$ cat src/hdl/clbe_regs.vh
`ifndef CLBE_REGS_VH
`define CLBE_REGS_VH
// Operation select codes
`define CLBE_OP_OR_IMM 5'h00
`define CLBE_OP_ANDN_IMM 5'h01
`define CLBE_OP_TEST_ZN 5'h02
`define CLBE_OP_ADD_ONE 5'h03
`define CLBE_OP_SUB_ONE 5'h04
`define CLBE_OP_ZERO_REG 5'h05
`define CLBE_OP_FILL_ONES 5'h06
`define CLBE_OP_REL_JUMP 5'h07
`define CLBE_OP_JUMP_PTR 5'h08
`define CLBE_OP_REL_CALL 5'h09
`define CLBE_OP_CALL_PTR 5'h0A
`define CLBE_OP_POP_PC 5'h0B
`define CLBE_OP_IRQ_EXIT 5'h0C
`define CLBE_OP_CMP_SKIP_EQ 5'h0D
`define CLBE_OP_CMP_IMM 5'h0E
`define CLBE_OP_SKIP_REG_CLR 5'h0F
`define CLBE_OP_SKIP_REG_SET 5'h10
`define CLBE_OP_SKIP_IO_CLR 5'h11
`define CLBE_OP_SKIP_IO_SET 5'h12
`define CLBE_OP_BR_FLAG_SET 5'h13
`define CLBE_OP_BR_FLAG_CLR 5'h14
`define CLBE_OP_IO_BIT_SET 5'h15
`define CLBE_OP_IO_BIT_CLR 5'h16
`define CLBE_OP_SHIFT_LEFT 5'h17
`define CLBE_OP_SHIFT_RIGHT 5'h18
`define CLBE_OP_ROTATE_LEFT 5'h19
// Flag register bit positions
`define CLBE_FL_C 0
`define CLBE_FL_Z 1
`define CLBE_FL_N 2
`define CLBE_FL_V 3
`define CLBE_FL_S 4
`define CLBE_FL_H 5
`define CLBE_FL_T 6
`define CLBE_FL_I 7
// Reset and fill values
`define CLBE_FLAGS_RST 8'h00
`define CLBE_FILL_VALUE 8'hFF
// Cycle counts
`define CLBE_CYC_ONE 3'h1
`define CLBE_CYC_TWO 3'h2
`define CLBE_CYC_THREE 3'h3
`define CLBE_CYC_FOUR 3'h4
`endif

$ cat src/hdl/clbe_core.v
// Contract
// - or_immediate_bits ORs constant into register, sets Z N V, one cycle.
// - and_not_immediate_bits ANDs with 0xFF minus constant, sets Z N V, one cycle.
// - test_zero_negative ANDs register with itself, sets Z N V, one cycle.
// - jump_via_pointer loads PC from Z pointer, no flags, two cycles.
// - call_via_pointer calls Z pointer target, no flags, three cycles.
// - compare_skip_if_equal skips next on equality, PC plus 2 or 3, 1/2/3 cycles.
// - compare_immediate subtracts constant, no writeback, sets Z N V C H, one cycle.
// - Register bit skip tests chosen bit, skips when clear or set, no flags.
// - I/O bit skip tests chosen I/O bit, skips when clear or set, 1/2/3 cycles.
// - Flag branch tests chosen flag, taken gives PC plus offset plus one, 1/2 cycles.
// - Signed ge taken when N xor V is 0, less when 1.
// - Unsigned same-or-higher taken on carry clear, lower on carry set.
// - Half-carry branches follow H flag set or clear, 1/2 cycles.
// - Transfer-flag branches follow T flag set or clear, 1/2 cycles.
// - Overflow branches follow V flag set or clear, 1/2 cycles.
// - Interrupt-state branches follow I flag set or clear, 1/2 cycles.
// - io_bit_set and io_bit_clear force one I/O bit, no flags, two cycles.
// - rotate_left_carry shifts up through carry, sets Z C N V, one cycle.
`timescale 1ns/1ns
`default_nettype none
`include "clbe_regs.vh"
module clbe_core #(
    parameter PC_W = 16
) (
    input wire ref_clk_in,
    input wire reset_n_in,
    input wire start_in,
    input wire [4:0] op_in,
    input wire [7:0] rd_val_in,
    input wire [7:0] rr_val_in,
    input wire [7:0] imm_in,
    input wire [2:0] bit_sel_in,
    input wire [11:0] offset_in,
    input wire [7:0] io_rdata_in,
    input wire [15:0] z_ptr_in,
    input wire [PC_W-1:0] stack_pc_in,
    input wire next_two_word_in,
    output wire busy_out,
    output reg done_out,
    output reg [PC_W-1:0] pc_out,
    output reg [7:0] flags_out,
    output reg [7:0] result_out,
    output reg result_we_out,
    output reg [7:0] io_wdata_out,
    output reg io_we_out,
    output reg push_out,
    output reg [PC_W-1:0] push_data_out,
    output reg pop_out
);

    // Combinational results of the operation being started
    reg [7:0] res;
    reg we;
    reg [7:0] fl;
    reg [PC_W-1:0] pcn;
    reg [2:0] cyc;
    reg push;
    reg pop;
    reg iow;
    reg [7:0] iod;
    reg logic_upd;
    reg shift_upd;
    reg skip;
    reg take;
    reg test_bit;
    reg [8:0] diff;

    // Results held while a multi-cycle operation runs
    reg [1:0] cnt_r;
    reg [7:0] res_r;
    reg we_r;
    reg [7:0] fl_r;
    reg [PC_W-1:0] pc_r;
    reg push_r;
    reg pop_r;
    reg iow_r;
    reg [7:0] iod_r;

    wire [PC_W-1:0] pc_inc;
    wire [PC_W-1:0] off_long;
    wire [PC_W-1:0] off_short;
    wire [7:0] bit_mask;
    wire go;
    wire [1:0] cnt_load;

    // Sequencing helpers
    assign busy_out = (cnt_r != 2'h0);
    assign go = start_in & ~busy_out;
    assign pc_inc = pc_out + {{(PC_W-1){1'b0}}, 1'b1};
    assign off_long = {{(PC_W-12){offset_in[11]}}, offset_in};
    assign off_short = {{(PC_W-7){offset_in[6]}}, offset_in[6:0]};
    assign bit_mask = 8'h01 << bit_sel_in;
    assign cnt_load = cyc[1:0] - 2'h1;

    // Condition selector for flag branches
    always @* begin
        if (bit_sel_in == `CLBE_FL_S) begin
            test_bit = flags_out[`CLBE_FL_N] ^ flags_out[`CLBE_FL_V];
        end else begin
            test_bit = flags_out[bit_sel_in];
        end
    end

    // Operation execution
    always @* begin
        res = rd_val_in;
        we = 1'b0;
        fl = flags_out;
        pcn = pc_inc;
        cyc = `CLBE_CYC_ONE;
        push = 1'b0;
        pop = 1'b0;
        iow = 1'b0;
        iod = io_rdata_in;
        logic_upd = 1'b0;
        shift_upd = 1'b0;
        skip = 1'b0;
        take = 1'b0;
        diff = 9'h000;
        case (op_in)
            `CLBE_OP_OR_IMM: begin
                res = rd_val_in | imm_in;
                we = 1'b1;
                logic_upd = 1'b1;
            end
            `CLBE_OP_ANDN_IMM: begin
                res = rd_val_in & (`CLBE_FILL_VALUE - imm_in);
                we = 1'b1;
                logic_upd = 1'b1;
            end
            `CLBE_OP_TEST_ZN: begin
                res = rd_val_in & rd_val_in;
                we = 1'b1;
                logic_upd = 1'b1;
            end
            `CLBE_OP_ADD_ONE: begin
                res = rd_val_in + 8'h01;
                we = 1'b1;
                logic_upd = 1'b1;
            end
            `CLBE_OP_SUB_ONE: begin
                res = rd_val_in - 8'h01;
                we = 1'b1;
                logic_upd = 1'b1;
            end
            `CLBE_OP_ZERO_REG: begin
                res = rd_val_in ^ rd_val_in;
                we = 1'b1;
                logic_upd = 1'b1;
            end
            `CLBE_OP_FILL_ONES: begin
                res = `CLBE_FILL_VALUE;
                we = 1'b1;
            end
            `CLBE_OP_REL_JUMP: begin
                pcn = pc_inc + off_long;
                cyc = `CLBE_CYC_TWO;
            end
            `CLBE_OP_JUMP_PTR: begin
                pcn = z_ptr_in[PC_W-1:0];
                cyc = `CLBE_CYC_TWO;
            end
            `CLBE_OP_REL_CALL: begin
                pcn = pc_inc + off_long;
                push = 1'b1;
                cyc = `CLBE_CYC_THREE;
            end
            `CLBE_OP_CALL_PTR: begin
                pcn = z_ptr_in[PC_W-1:0];
                push = 1'b1;
                cyc = `CLBE_CYC_THREE;
            end
            `CLBE_OP_POP_PC: begin
                pcn = stack_pc_in;
                pop = 1'b1;
                cyc = `CLBE_CYC_FOUR;
            end
            `CLBE_OP_IRQ_EXIT: begin
                pcn = stack_pc_in;
                pop = 1'b1;
                fl[`CLBE_FL_I] = 1'b1;
                cyc = `CLBE_CYC_FOUR;
            end
            `CLBE_OP_CMP_SKIP_EQ: begin
                skip = (rd_val_in == rr_val_in);
            end
            `CLBE_OP_CMP_IMM: begin
                diff = {1'b0, rd_val_in} - {1'b0, imm_in};
                res = diff[7:0];
                fl[`CLBE_FL_C] = diff[8];
                fl[`CLBE_FL_H] = (~rd_val_in[3] & imm_in[3]) | (imm_in[3] & diff[3])
                    | (diff[3] & ~rd_val_in[3]);
                fl[`CLBE_FL_V] = (rd_val_in[7] & ~imm_in[7] & ~diff[7])
                    | (~rd_val_in[7] & imm_in[7] & diff[7]);
                fl[`CLBE_FL_N] = diff[7];
                fl[`CLBE_FL_Z] = (diff[7:0] == 8'h00);
                fl[`CLBE_FL_S] = diff[7] ^ fl[`CLBE_FL_V];
            end
            `CLBE_OP_SKIP_REG_CLR: begin
                skip = ~rd_val_in[bit_sel_in];
            end
            `CLBE_OP_SKIP_REG_SET: begin
                skip = rd_val_in[bit_sel_in];
            end
            `CLBE_OP_SKIP_IO_CLR: begin
                skip = ~io_rdata_in[bit_sel_in];
            end
            `CLBE_OP_SKIP_IO_SET: begin
                skip = io_rdata_in[bit_sel_in];
            end
            `CLBE_OP_BR_FLAG_SET: begin
                take = test_bit;
            end
            `CLBE_OP_BR_FLAG_CLR: begin
                take = ~test_bit;
            end
            `CLBE_OP_IO_BIT_SET: begin
                iod = io_rdata_in | bit_mask;
                iow = 1'b1;
                cyc = `CLBE_CYC_TWO;
            end
            `CLBE_OP_IO_BIT_CLR: begin
                iod = io_rdata_in & ~bit_mask;
                iow = 1'b1;
                cyc = `CLBE_CYC_TWO;
            end
            `CLBE_OP_SHIFT_LEFT: begin
                res = {rd_val_in[6:0], 1'b0};
                fl[`CLBE_FL_C] = rd_val_in[7];
                we = 1'b1;
                shift_upd = 1'b1;
            end
            `CLBE_OP_SHIFT_RIGHT: begin
                res = {1'b0, rd_val_in[7:1]};
                fl[`CLBE_FL_C] = rd_val_in[0];
                we = 1'b1;
                shift_upd = 1'b1;
            end
            `CLBE_OP_ROTATE_LEFT: begin
                res = {rd_val_in[6:0], flags_out[`CLBE_FL_C]};
                fl[`CLBE_FL_C] = rd_val_in[7];
                we = 1'b1;
                shift_upd = 1'b1;
            end
            default: begin
                pcn = pc_inc;
            end
        endcase
        // Logic-class flags: V cleared, except the overflow cases of add/sub one
        if (logic_upd) begin
            fl[`CLBE_FL_Z] = (res == 8'h00);
            fl[`CLBE_FL_N] = res[7];
            fl[`CLBE_FL_V] = 1'b0;
            if (op_in == `CLBE_OP_ADD_ONE) begin
                fl[`CLBE_FL_V] = (rd_val_in == 8'h7F);
            end
            if (op_in == `CLBE_OP_SUB_ONE) begin
                fl[`CLBE_FL_V] = (rd_val_in == 8'h80);
            end
            fl[`CLBE_FL_S] = res[7] ^ fl[`CLBE_FL_V];
        end
        // Shift-class flags: V is N xor new carry
        if (shift_upd) begin
            fl[`CLBE_FL_Z] = (res == 8'h00);
            fl[`CLBE_FL_N] = res[7];
            fl[`CLBE_FL_V] = res[7] ^ fl[`CLBE_FL_C];
            fl[`CLBE_FL_S] = fl[`CLBE_FL_C];
        end
        // Skip length follows the size of the skipped instruction
        if (skip) begin
            if (next_two_word_in) begin
                pcn = pc_inc + {{(PC_W-2){1'b0}}, 2'h2};
                cyc = `CLBE_CYC_THREE;
            end else begin
                pcn = pc_inc + {{(PC_W-1){1'b0}}, 1'b1};
                cyc = `CLBE_CYC_TWO;
            end
        end
        // Taken branch costs one extra cycle
        if (take) begin
            pcn = pc_inc + off_short;
            cyc = `CLBE_CYC_TWO;
        end
    end

    // Hold and commit sequencer
    always @(posedge ref_clk_in or negedge reset_n_in) begin
        if (!reset_n_in) begin
            cnt_r <= 2'h0;
            res_r <= 8'h00;
            we_r <= 1'b0;
            fl_r <= `CLBE_FLAGS_RST;
            pc_r <= {PC_W{1'b0}};
            push_r <= 1'b0;
            pop_r <= 1'b0;
            iow_r <= 1'b0;
            iod_r <= 8'h00;
            push_data_out <= {PC_W{1'b0}};
        end else if (go && cyc != `CLBE_CYC_ONE) begin
            cnt_r <= cnt_load;
            res_r <= res;
            we_r <= we;
            fl_r <= fl;
            pc_r <= pcn;
            push_r <= push;
            pop_r <= pop;
            iow_r <= iow;
            iod_r <= iod;
            push_data_out <= pc_inc;
        end else if (busy_out) begin
            cnt_r <= cnt_r - 2'h1;
        end
    end

    // Architectural state and output strobes
    always @(posedge ref_clk_in or negedge reset_n_in) begin
        if (!reset_n_in) begin
            pc_out <= {PC_W{1'b0}};
            flags_out <= `CLBE_FLAGS_RST;
            result_out <= 8'h00;
            result_we_out <= 1'b0;
            io_wdata_out <= 8'h00;
            io_we_out <= 1'b0;
            push_out <= 1'b0;
            pop_out <= 1'b0;
            done_out <= 1'b0;
        end else begin
            result_we_out <= 1'b0;
            io_we_out <= 1'b0;
            push_out <= 1'b0;
            pop_out <= 1'b0;
            done_out <= 1'b0;
            if (go && cyc == `CLBE_CYC_ONE) begin
                pc_out <= pcn;
                flags_out <= fl;
                result_out <= res;
                result_we_out <= we;
                done_out <= 1'b1;
            end else if (cnt_r == 2'h1) begin
                pc_out <= pc_r;
                flags_out <= fl_r;
                result_out <= res_r;
                result_we_out <= we_r;
                io_wdata_out <= iod_r;
                io_we_out <= iow_r;
                push_out <= push_r;
                pop_out <= pop_r;
                done_out <= 1'b1;
            end
        end
    end

endmodule
`default_nettype wire

$ cat config.mk
export PLATFORM = sky130hd
export DESIGN_NAME = clbe_core
export DESIGN_NICKNAME = d
export VERILOG_FILES = /design/src/hdl/clbe_core.v
export VERILOG_INCLUDE_DIRS = /design/src /design/src/hdl
export SDC_FILE = /design/constraint.sdc
export NUM_CORES = 1
export LEC_CHECK = 0
export ABC_AREA = 0
export BUFFER_PORTS_ARGS = -buffer_cell sky130_fd_sc_hd__buf_2
export CORE_UTILIZATION = 54
export CTS_BUF_LIST = sky130_fd_sc_hd__clkbuf_4
export DETAILED_ROUTE_END_ITERATION = 10
export PLACE_DENSITY = 0.84
export SYNTH_ARGS = -nofsm -noshare
export SYNTH_HDL_FRONTEND = slang
export SYNTH_SLANG_ARGS = --single-unit
$ cat constraint.sdc
create_clock -name ref_clk_in -period 3.3 [get_ports ref_clk_in]
set_input_delay 0 -clock ref_clk_in [delete_from_list [all_inputs] [get_ports ref_clk_in]]
set_output_delay 0 -clock ref_clk_in [all_outputs]
set_load 0.01 [all_outputs]
Word-level counts from Yosys, hierarchy flattened
Cells that the tools add are included. Widths: inputs -> output; s select.

Flip-flop bits (word level): 107. Input bits: 88. Output and inout bits: 62. Word-level logic and storage cells: 166.

Add/subtract/negate cells: 11. Order comparisons: 1. Eq/ne operators: 32. Shift operators: 1. Muxes and demuxes: 51. Bitwise operators: 31. Reductions and logical operators: 19.

Operator list (number): $pmux 8 s11 (1); $mux 16 (5); $eq 5x5->1 const B (10); $pmux 16 s3 (1); $eq 5x4->1 const B (8); $add 16x1->16 const B (2); $add 16x16->16 (2); $mux 8 (4); $mux 1 (25); $and 8x8->8 (3); $eq 5x3->1 const B (4); $add 16x2->16 const B (1); $logic_not 8->1 (2); $or 8x8->8 (2); $pmux 8 s2 (1); $reduce_or 2->1 (6); $eq 5x2->1 const B (2); $reduce_or 10->1 (1); $bmux 1 s3 (3); $not 1->1 (9); $pmux 3 s3 (1); $sub 8x8->9 (1); $add 8x1->8 const B (1); $and 1x1->1 (8); 31 further kinds (43).

Longest topological paths before layout
Gate-level depths: netlist (run 1).

Depth after elaboration: 10. Mapped depth: 17. Mapped depth without buffers: 14.

Worst setup path after synthesis (run 1)
No wires, ideal clock.

Path type: reg2reg. Start: register pc_out[1]. End: register pc_r[9]. Library setup time: 0.133 ns. Arrival time: 3.369 ns. Data required time: 3.167 ns. Path slack: -0.202 ns. Stages on the path, launching flop included: 15. Path buffers: 1. Period minus slack after synthesis: 3.502 ns. Cell sequence: dfrtp_1 ha_1 and4_1 clkbuf_1 nand2_1 xnor2_1 ha_1 a2111oi_0 o21ai_0 a41o_1 xor2_1 a222oi_1 o311ai_0 o22ai_1 o21ai_0.

Cells in the longest elaborated chain, start to end: 5. Elaborated cells between the ends (all ways): 9. Classes of those cells: add/sub (5); mux (4).

Ends and longest elaborated chain: start: declaration (RTL line clbe_core.v:41) `output reg [PC_W-1:0] pc_out,`; start signal: assignment (RTL line clbe_core.v:319) `pc_out <= {PC_W{1'b0}};`; start signal: assignment (RTL line clbe_core.v:335) `pc_out <= pcn;`; start signal: assignment (RTL line clbe_core.v:341) `pc_out <= pc_r;`; $add 16x1->16 * (RTL line clbe_core.v:90) `assign pc_inc = pc_out + {{(PC_W-1){1'b0}}, 1'b1};`; net pc_inc[6] (RTL line clbe_core.v:80) `wire [PC_W-1:0] pc_inc;`; $add 16x16->16, or another cell as far along (RTL line clbe_core.v:157, clbe_core.v:165); $pmux 16 s3 / $mux 16 (equally long branches) (RTL line clbe_core.v:121, clbe_core.v:272); $mux 16 (RTL line clbe_core.v:271) `if (skip) begin`; $mux 16 * (RTL line clbe_core.v:281) `if (take) begin`; end signal: assignment (RTL line clbe_core.v:294) `pc_r <= {PC_W{1'b0}};`; end signal: assignment (RTL line clbe_core.v:305) `pc_r <= pcn;`; end: declaration (RTL line clbe_core.v:74) `reg [PC_W-1:0] pc_r;`.

The timed path passes the listed nets; every way through them passes the cells marked *. A chain may end at the register's enable or synchronous reset.

Worst setup path after layout (run 1)
Start: register pc_out[1]. End: register pc_r[12].

The elaborated chain is that of the path after synthesis.

==> results.md, run 1 <==
- CP cell instances: ha_2 -> and4_4 -> nand3_2 -> xor2_2 -> inv_2 -> ha_4 -> and4_4 -> buf_6 -> o211ai_1 -> a21oi_2 -> o21a_1 -> o31ai_2 -> a221o_1 -> mux2_4
- Critical path peak fanout: 3
- Met2 Routed Length: 14740 um
- WL final: 32090 um
- Global-route wire length before repair: 50360 um
- Setup slack of the worst register-to-register path: -0.04 ns
- Number of filler instances in the final layout: 1237
- Post-synthesis register bit count: 107
- Hold violation count in the final report: 0
- Number of synthesized flops with an enable pin: 0
- H-tree depth reported by CTS: 3
- Final setup vio count: 2
- Highest cell delay on the worst timing path: 0.45 ns
- Sequential fraction of design power: 0.275
- Cell-internal power: 4.361 mW
- Starting density of the core: 0.5556
- DRC violation total after the first TritonRoute iteration: 1209
- Required time at the endpoint of the critical path: 3.72 ns
- Total area of sequential cells: 2679 sq um
- Leading register cell type out of synthesis: dfrtp_1
- Critical Path Slowest Stage Cell: dfrtp_1
- Yosys cell types: 89
- Measured slew at the worst slew-check pin: 1.211 ns
- Relative max-transition margin: 0.1823
- Global-route usage over all layers: 0.3595
- Class of the tightest hold or removal check: in2reg
- Worst clock skew: 0.02349 ns
- Leading area contributor after synthesis: dfrtp_1
- Cell area after synthesis: 9246 sq um
- Highest-count cells in the layout ignoring fill and taps: 148 x buf_2, 130 x nand2_1, 128 x buf_4
- Fraction of registers with async set or reset after synthesis: 1.000
- Number of global-route vias before repair: 9748
- Hold Slack: 0.01474 ns
- Share of Yosys cell area claimed by the top area cell type: 0.2896
- Final core utilization: 0.7090
- Cell with the most instances on the worst path: and4_4
- DP Area: 10990 sq um
- Number of antenna violations at the first check in global routing: 1
- Final Slew Violations: 0
- Critical path startpoint category: register
- Run status: finished, violations left
- Area used by multi-input combinational logic: 6518 sq um
- Pin count of the biggest net entering global routing: 62
- Number of placement rows: 47
- Worst Setup Path Type: reg2reg
- Final cycle utilization of the critical path: 1.011
- Part of the total power dissipated in combinational logic: 0.635
- Violations in the final reports: negative setup slack
- Max capacitance violation total: 0
- Clock tree from TritonCTS: built
- Minimum clock period after layout: 3.335 ns
- Leading cell type in the layout, fill and taps excluded: buf_2
- Routed length per instance: 20.06 um
- Routed length on met3: 2794 um
- Minimum setup slack in the final design: -0.03540 ns
- Final global-route overflow total: 0
- Average vias per placed instance: 6.491
- Height of the die: 132.9 um
- X dimension of the die: 132.9 um
- Final design instance area without fill: 11800 sq um
- Ratio of cells with drive above 1 in the final layout: 0.2915
- Post-detailed-route DRC marker count: 0
- Number of top-level pins: 150
- Floorplan die area: 17650 sq um
- Biggest area contributors in the synthesized netlist: dfrtp_1 29%, ha_1 6.6%, nand2_1 5.4%
- Antenna violation net count after detailed routing: 0
- Total number of yosys warnings: 0
- Register area share after synthesis: 0.2896
- Power density over the cells: 687.5 nW/um^2
- Overall power consumption: 8.112 mW
- Cell count after synthesis: 1137
- CTS buffer count: 9
- Leakage power figure: 5.378 nW
- Peak VDD IR: 349.5 uV
- CTS Root Cell: clkbuf_4
- Switching part of the total: 0.4624
- Count of input and output buffers: 149
- Crit. End Element: register
- Clock Latency Late Sink: 0.53 ns
- Net switching component of the power: 3.751 mW
- Post-layout nets: 1515
- Clock transition at the registers of the reported paths: 0.19 ns
- Number of buffers on the longest clock path: 2
- DR pass1 iterations: 7
- Final HPWL DP: 23860 um
- Top achievable clock speed: 0.2998 GHz
- TritonCTS Sinks: 107
- Core area: 16640 sq um
- Clock power frac: 0.090
- Metal1 wirelength: 12730 um
- Setup repair after global routing missed its margin: yes
- Mapped Avg Cell Area: 8.132 sq um
- Top Metal Used: met4
- Area delta synth->final: 27.62%
- Total vias in the final route: 10385
- Arrival time at the worst endpoint: 3.76 ns
- Post-synthesis net count: 1278
- Placer's final routability congestion estimate: 1.021
- Setup_tns: -0.04195 ns
worst paths after layout:
kind,cells after the start,to,start
max,14,pc_r[12],pc_out[1]
min,5,pc_out[9],stack_pc_in[9]
max reg2reg,14,pc_r[12],pc_out[1]
min reg2reg,2,push_data_out[12],push_data_out[12]
max in group asynchronous,3,fl_r[2],reset_n_in
min in group asynchronous,2,push_data_out[14],reset_n_in
per-layer routing:
metal | vias to the layer above | GRT usage
met5 | - | 0
met4 | 0 | 0.1948
met3 | 161 | 0.05172
met2 | 643 | 0.5768
met1 | 4882 | 0.4677
li1 | 4699 | -
final cells by class:
class,instances,share of cell area
clock inverters,7,0.007740
flip-flops and latches,107,0.2270
inverters,45,0.01431
repair buffers,301,0.1693
well taps,220,0.02333
multi-input cells,910,0.5523
diodes,1,0.0002121
clock buffers,9,0.005726
worst max-delay path: cells and delay by family, from the launching register on:
kind                       cells  cell delay (ns)
AOI/OAI and AO/OA              5             0.94
xor gates and xnor gates       1             0.24
adders and majority gates      2             0.50
buffers and inverters          2             0.21
DFF                            1             0.45
muxes                          1             0.27
and+or+nand+nor                3             0.61
per-stage QoR:
stage | std cells | setup WS, ns
6_report | 1600 | -0.03540
5_1_grt | 1600 | -0.1396
4_1_cts | 1586 | -0.04498
3_5_place_dp | 1554 | -0.08776
3_3_place_gp | 1554 | 0.008264
2_1_floorplan | 1137 | 0.008743
state kept, by name, indices dropped and copies added (netlist names), 2 cells and up:
name and count:
io_wdata_out 8, res_r 8, flags_out 8, fl_r 8, iod_r 8, push_data_out 16
result_out 8, cnt_r 2, pc_out 16, pc_r 16
synth_stat cells (10+ instances only):
| library cell | count |
|---|---|
| nor2_1 | 60 |
| mux2i_1 | 16 |
| a21oi_1 | 90 |
| clkbuf_1 | 49 |
| nand3_1 | 19 |
| o31ai_1 | 11 |
| o21ai_0 | 86 |
| inv_1 | 45 |
| xor2_1 | 20 |
| a211oi_1 | 33 |
| mux2_2 | 15 |
| o22ai_1 | 21 |
| nand2_1 | 132 |
| nand2b_1 | 19 |
| a222oi_1 | 10 |
| nand4_1 | 16 |
| buf_2 | 18 |
| ha_1 | 49 |
| dfrtp_1 | 107 |
| nor2b_1 | 40 |
| nor4_1 | 10 |
| xnor2_1 | 33 |
| a21o_1 | 10 |
| nor3_1 | 30 |
timing repair:
item	4_1_cts	5_1_grt
setup endpoints to repair	10	18
endpoints found under the hold margin	120	0
gates resized for setup	7	74
gates cloned	0	0
buffers inserted	0	13
pin swaps	3	41
hold buffers	16	0
power by group through the flow:
stage | Clock (mW) | Sequential, mW | Combinational (mW)
final | 0.728 | 2.23 | 5.15
after global routing | 0.780 | 2.29 | 5.59
after CTS | 0.732 | 2.22 | 4.71
after detailed placement | 0 | 2.24 | 4.64
after global placement | 0 | 2.22 | 4.51
after floorplan | 0 | 2.33 | 2.78
logic make-up (layout without fill, tap and decap cells):
logic type	count (synthesis)	in the layout	synth area share
flip-flops	107	107	0.2896
adder cells (fa/ha/maj)	53	53	0.07497
multiplexers	33	33	0.03965
AO/OA/AOI/OAI	377	377	0.2721
other	0	1	0
XOR/XNOR	54	54	0.05196
AND/OR/NAND/NOR	393	393	0.2184
buffers and inverters	120	362	0.05331
No activity file was read; power rests on OpenSTA's default activity.
==> run 2, diff against run 1 <==
CORE_UTILIZATION = 52   (was 54)
PLACE_DENSITY = 0.81   (was 0.84)
==> run 2 against run 1 <==
The flow still finishes with violations (negative setup slack). Total power grew 2.4%. Critical path depth fell by 1. Non-clock buffer count rose by 16. Global-route usage is 0.20 points lower. Final area is 0.77% higher. Utilization down 2.4 points. Fmax is 0.70% higher. Clock power grew 8.2%. Die area is 3.8% higher. Critical endpoint is now pc_r[9]. Largest power group unchanged.
==> results.md, run 2 (synthesis gave the netlist of run 1 again) <==
- Relative max-transition margin: 0.05546 (-0.1268)
- Cell with the most instances on the worst path: ha_4
- Non-Filler Instances: 1621 (+1.3%)
- Met2 Routed Length: 15370 um (+4.3%)
- Class of the tightest hold or removal check: in2reg
- Area delta synth->final: 28.61%
- Highest-count cells in the layout ignoring fill and taps: 153 x buf_4, 148 x buf_2, 131 x nand2_1
- Placer's final routability congestion estimate: 1.070 (+4.8%)
- Post-layout nets: 1531 (+1.1%)
- Top achievable clock speed: 0.3019 GHz (+0.70%)
- Setup_tns: -0.01233 ns (+0.02962 ns)
- Number of top-level pins: 150 (unchanged)
- Largest registers: pc_out: 16 flops, pc_r: 16 flops, push_data_out: 16 flops
- Worst clock skew: 0.02223 ns (-0.001260 ns)
- Leading cell type in the layout, fill and taps excluded: buf_4
- Clock Latency Late Sink: 0.49 ns (-0.04 ns)
- Final setup vio count: 1 (-1)
- Height of the die: 135.3 um (+1.9%)
- Starting density of the core: 0.5327 (-0.02287)
- Setup repair after global routing missed its margin: yes
- CTS buffer count: 9 (unchanged)
- Violations in the final reports: negative setup slack
- Required time at the endpoint of the critical path: 3.68 ns (-0.04 ns)
- Metal1 wirelength: 13520 um (+6.1%)
- Bufs and invs on worst path: 0 (-2)
- Power density over the cells: 698.5 nW/um^2 (+1.6%)
- Highest cell delay on the worst timing path: 0.46 ns (about the same)
- WL final: 33210 um (+3.5%)
- Top delay family on crit path: compound AO/OA/AOI/OAI gates
- Clock tree from TritonCTS: built
- Floorplan die area: 18320 sq um (+3.8%)
- Switching part of the total: 0.4491 (-0.01323)
- Part of the total power dissipated in combinational logic: 0.634 (about the same)
- Top Metal Used: met5
- Arrival time at the worst endpoint: 3.69 ns (-0.07 ns)
- Final Slew Violations: 0 (unchanged)
- Leakage power figure: 5.442 nW (+1.2%)
- Core area: 17360 sq um (+4.3%)
- Count of input and output buffers: 149 (unchanged)
- CP cell instances: ha_4 -> and4_4 -> nand2_4 -> xnor2_4 -> ha_4 -> a2111oi_4 -> o21ai_2 -> a41o_1 -> xor2_1 -> a222oi_1 -> o311ai_1 -> o22ai_1 -> o21ai_0
- Pin count of the biggest net entering global routing: 67 (+8.1%)
- Routed length on met3: 2848 um (+1.9%)
- Critical path peak fanout: 4 (+1)
- Number of placement rows: 48 (+2.1%)
- Final core utilization: 0.6851 (-0.02392)
- Number of instances in the placed design: 1587 (+2.1%)
- Critical path startpoint category: register
- Overall power consumption: 8.306 mW (+2.4%)
- Average vias per placed instance: 6.379 (-1.7%)
- Number of buffers on the longest clock path: 2 (unchanged)
- Final global-route overflow total: 0 (unchanged)
- Clock power frac: 0.095 (+0.005)
- Sequential fraction of design power: 0.271 (-0.004)
- TritonCTS Sinks: 107 (unchanged)
- Measured slew at the worst slew-check pin: 1.399 ns (+0.1878 ns)
- Clock transition at the registers of the reported paths: 0.17 ns (-0.02 ns)
- Final cycle utilization of the critical path: 1.004 (-0.006991)
- Ratio of cells with drive above 1 in the final layout: 0.3025 (+0.01099)
- Antenna violation net count after detailed routing: 0 (unchanged)
- Number of antenna violations at the first check in global routing: 3 (+2)
- Minimum setup slack in the final design: -0.01233 ns (+0.02307 ns)
- X dimension of the die: 135.3 um (+1.9%)
- DRC violation total after the first TritonRoute iteration: 1094 (-9.5%)
- DR pass1 iterations: 9 (+2)
- Post-detailed-route DRC marker count: 0 (unchanged)
- Final HPWL DP: 25080 um (+5.1%)
- Critical Path Slowest Stage Cell: dfrtp_2
- Total vias in the final route: 10341 (-0.42%)
- Crit. End Element: register
- Max capacitance violation total: 0 (unchanged)
- Run status: finished, violations left
- Routed length per instance: 20.49 um (+2.1%)
- Cell-internal power: 4.576 mW (+4.9%)
- Number of global-route vias before repair: 9449 (-3.1%)
- Hold violation count in the final report: 0 (unchanged)
- Hold Slack: 0.01437 ns (-0.0003677 ns)
- H-tree depth reported by CTS: 3 (unchanged)
- Global-route usage over all layers: 0.3576 (-0.001986)
- Worst Setup Path Type: reg2reg
- CTS Root Cell: clkbuf_4
- Peak VDD IR: 350.2 uV (+0.18%)
- Minimum clock period after layout: 3.312 ns (-0.02307 ns)
- Net switching component of the power: 3.730 mW (-0.54%)
- Global-route wire length before repair: 50650 um (+0.56%)
-- run 2: cell count changes in the layout (fill, tap and decap cells not counted), moves of 4 or more --
| cell | previous run | this run |
|---|---|---|
| dlygate4sd3_1 | 16 | 9 |
| buf_4 | 128 | 153 |
| a21oi_1 | 85 | 81 |
| a21oi_2 | 5 | 10 |
-- run 2: power groups by stage --
stage               Clock (mW)  Sequential (mW)  Combinational, mW
floorplan                    0             2.33               2.78
global placement             0             2.22               4.69
detailed placement           0             2.25               4.79
CTS                      0.804             2.23               4.93
global route             0.848             2.31               5.70
finish                   0.788             2.25               5.27
-- run 2: path summary, 6_finish.rpt --
| path | from | end | slack [ns] | cells after the start |
|---|---|---|---|---|
| setup / recovery | pc_out[1] | pc_r[9] | -0.01 | 13 |
| hold / removal | stack_pc_in[14] | pc_r[14] | 0.01 | 5 |
| setup reg to reg | pc_out[1] | pc_r[9] | -0.01 | 13 |
| hold reg to reg | push_data_out[2] | push_data_out[2] | 0.49 | 2 |
| max in group asynchronous | reset_n_in | result_out[1] | 2.24 | 3 |
| min in group asynchronous | reset_n_in | push_data_out[10] | 0.16 | 2 |
-- run 2: per-layer routing --
metal / GRT usage / up-vias
met5: 0 / -
met4: 0.1536 / 4
met1: 0.4719 / 4893
li1: - / 4720
met3: 0.05425 / 124
met2: 0.5803 / 600
-- run 2: final cells by class --
type                    count  area, sq um
inverters                  45        168.9
diodes                      1        2.502
fillers                  1422         5465
clock inverters             6        93.84
clock buffers              10        75.07
flip-flops and latches    107         2683
well taps                 225        281.5
repair buffers            317         2102
multi-input cells         910         6485
-- run 2: worst reg2reg max path, cell delays in order, from the launching register on --
cell and delay, ns:
dfrtp_2 0.46, ha_4 0.15, and4_4 0.28, nand2_4 0.08, xnor2_4 0.18, ha_4 0.24, a2111oi_4 0.40, o21ai_2 0.12
a41o_1 0.29, xor2_1 0.15, a222oi_1 0.35, o311ai_1 0.16, o22ai_1 0.26, o21ai_0 0.11
-- run 2: metrics by stage --
stage / cell area [sq um] / setup slack, ns
final: 11890 / -0.01233
after global routing: 11890 / -0.1621
after CTS: 11590 / 0.001309
after detailed placement: 11220 / -0.2775
after global placement: 11220 / -0.04848
after floorplan: 9296 / 0.008743
-- run 2: repair_timing --
| action | in CTS | in global routing |
|---|---|---|
| hold buffers | 9 | 0 |
| gates resized for setup | 21 | 49 |
| setup endpoints to repair | 13 | 18 |
| endpoints found under the hold margin | 72 | 0 |
| pin swaps | 8 | 32 |
| setup buffers | 2 | 6 |
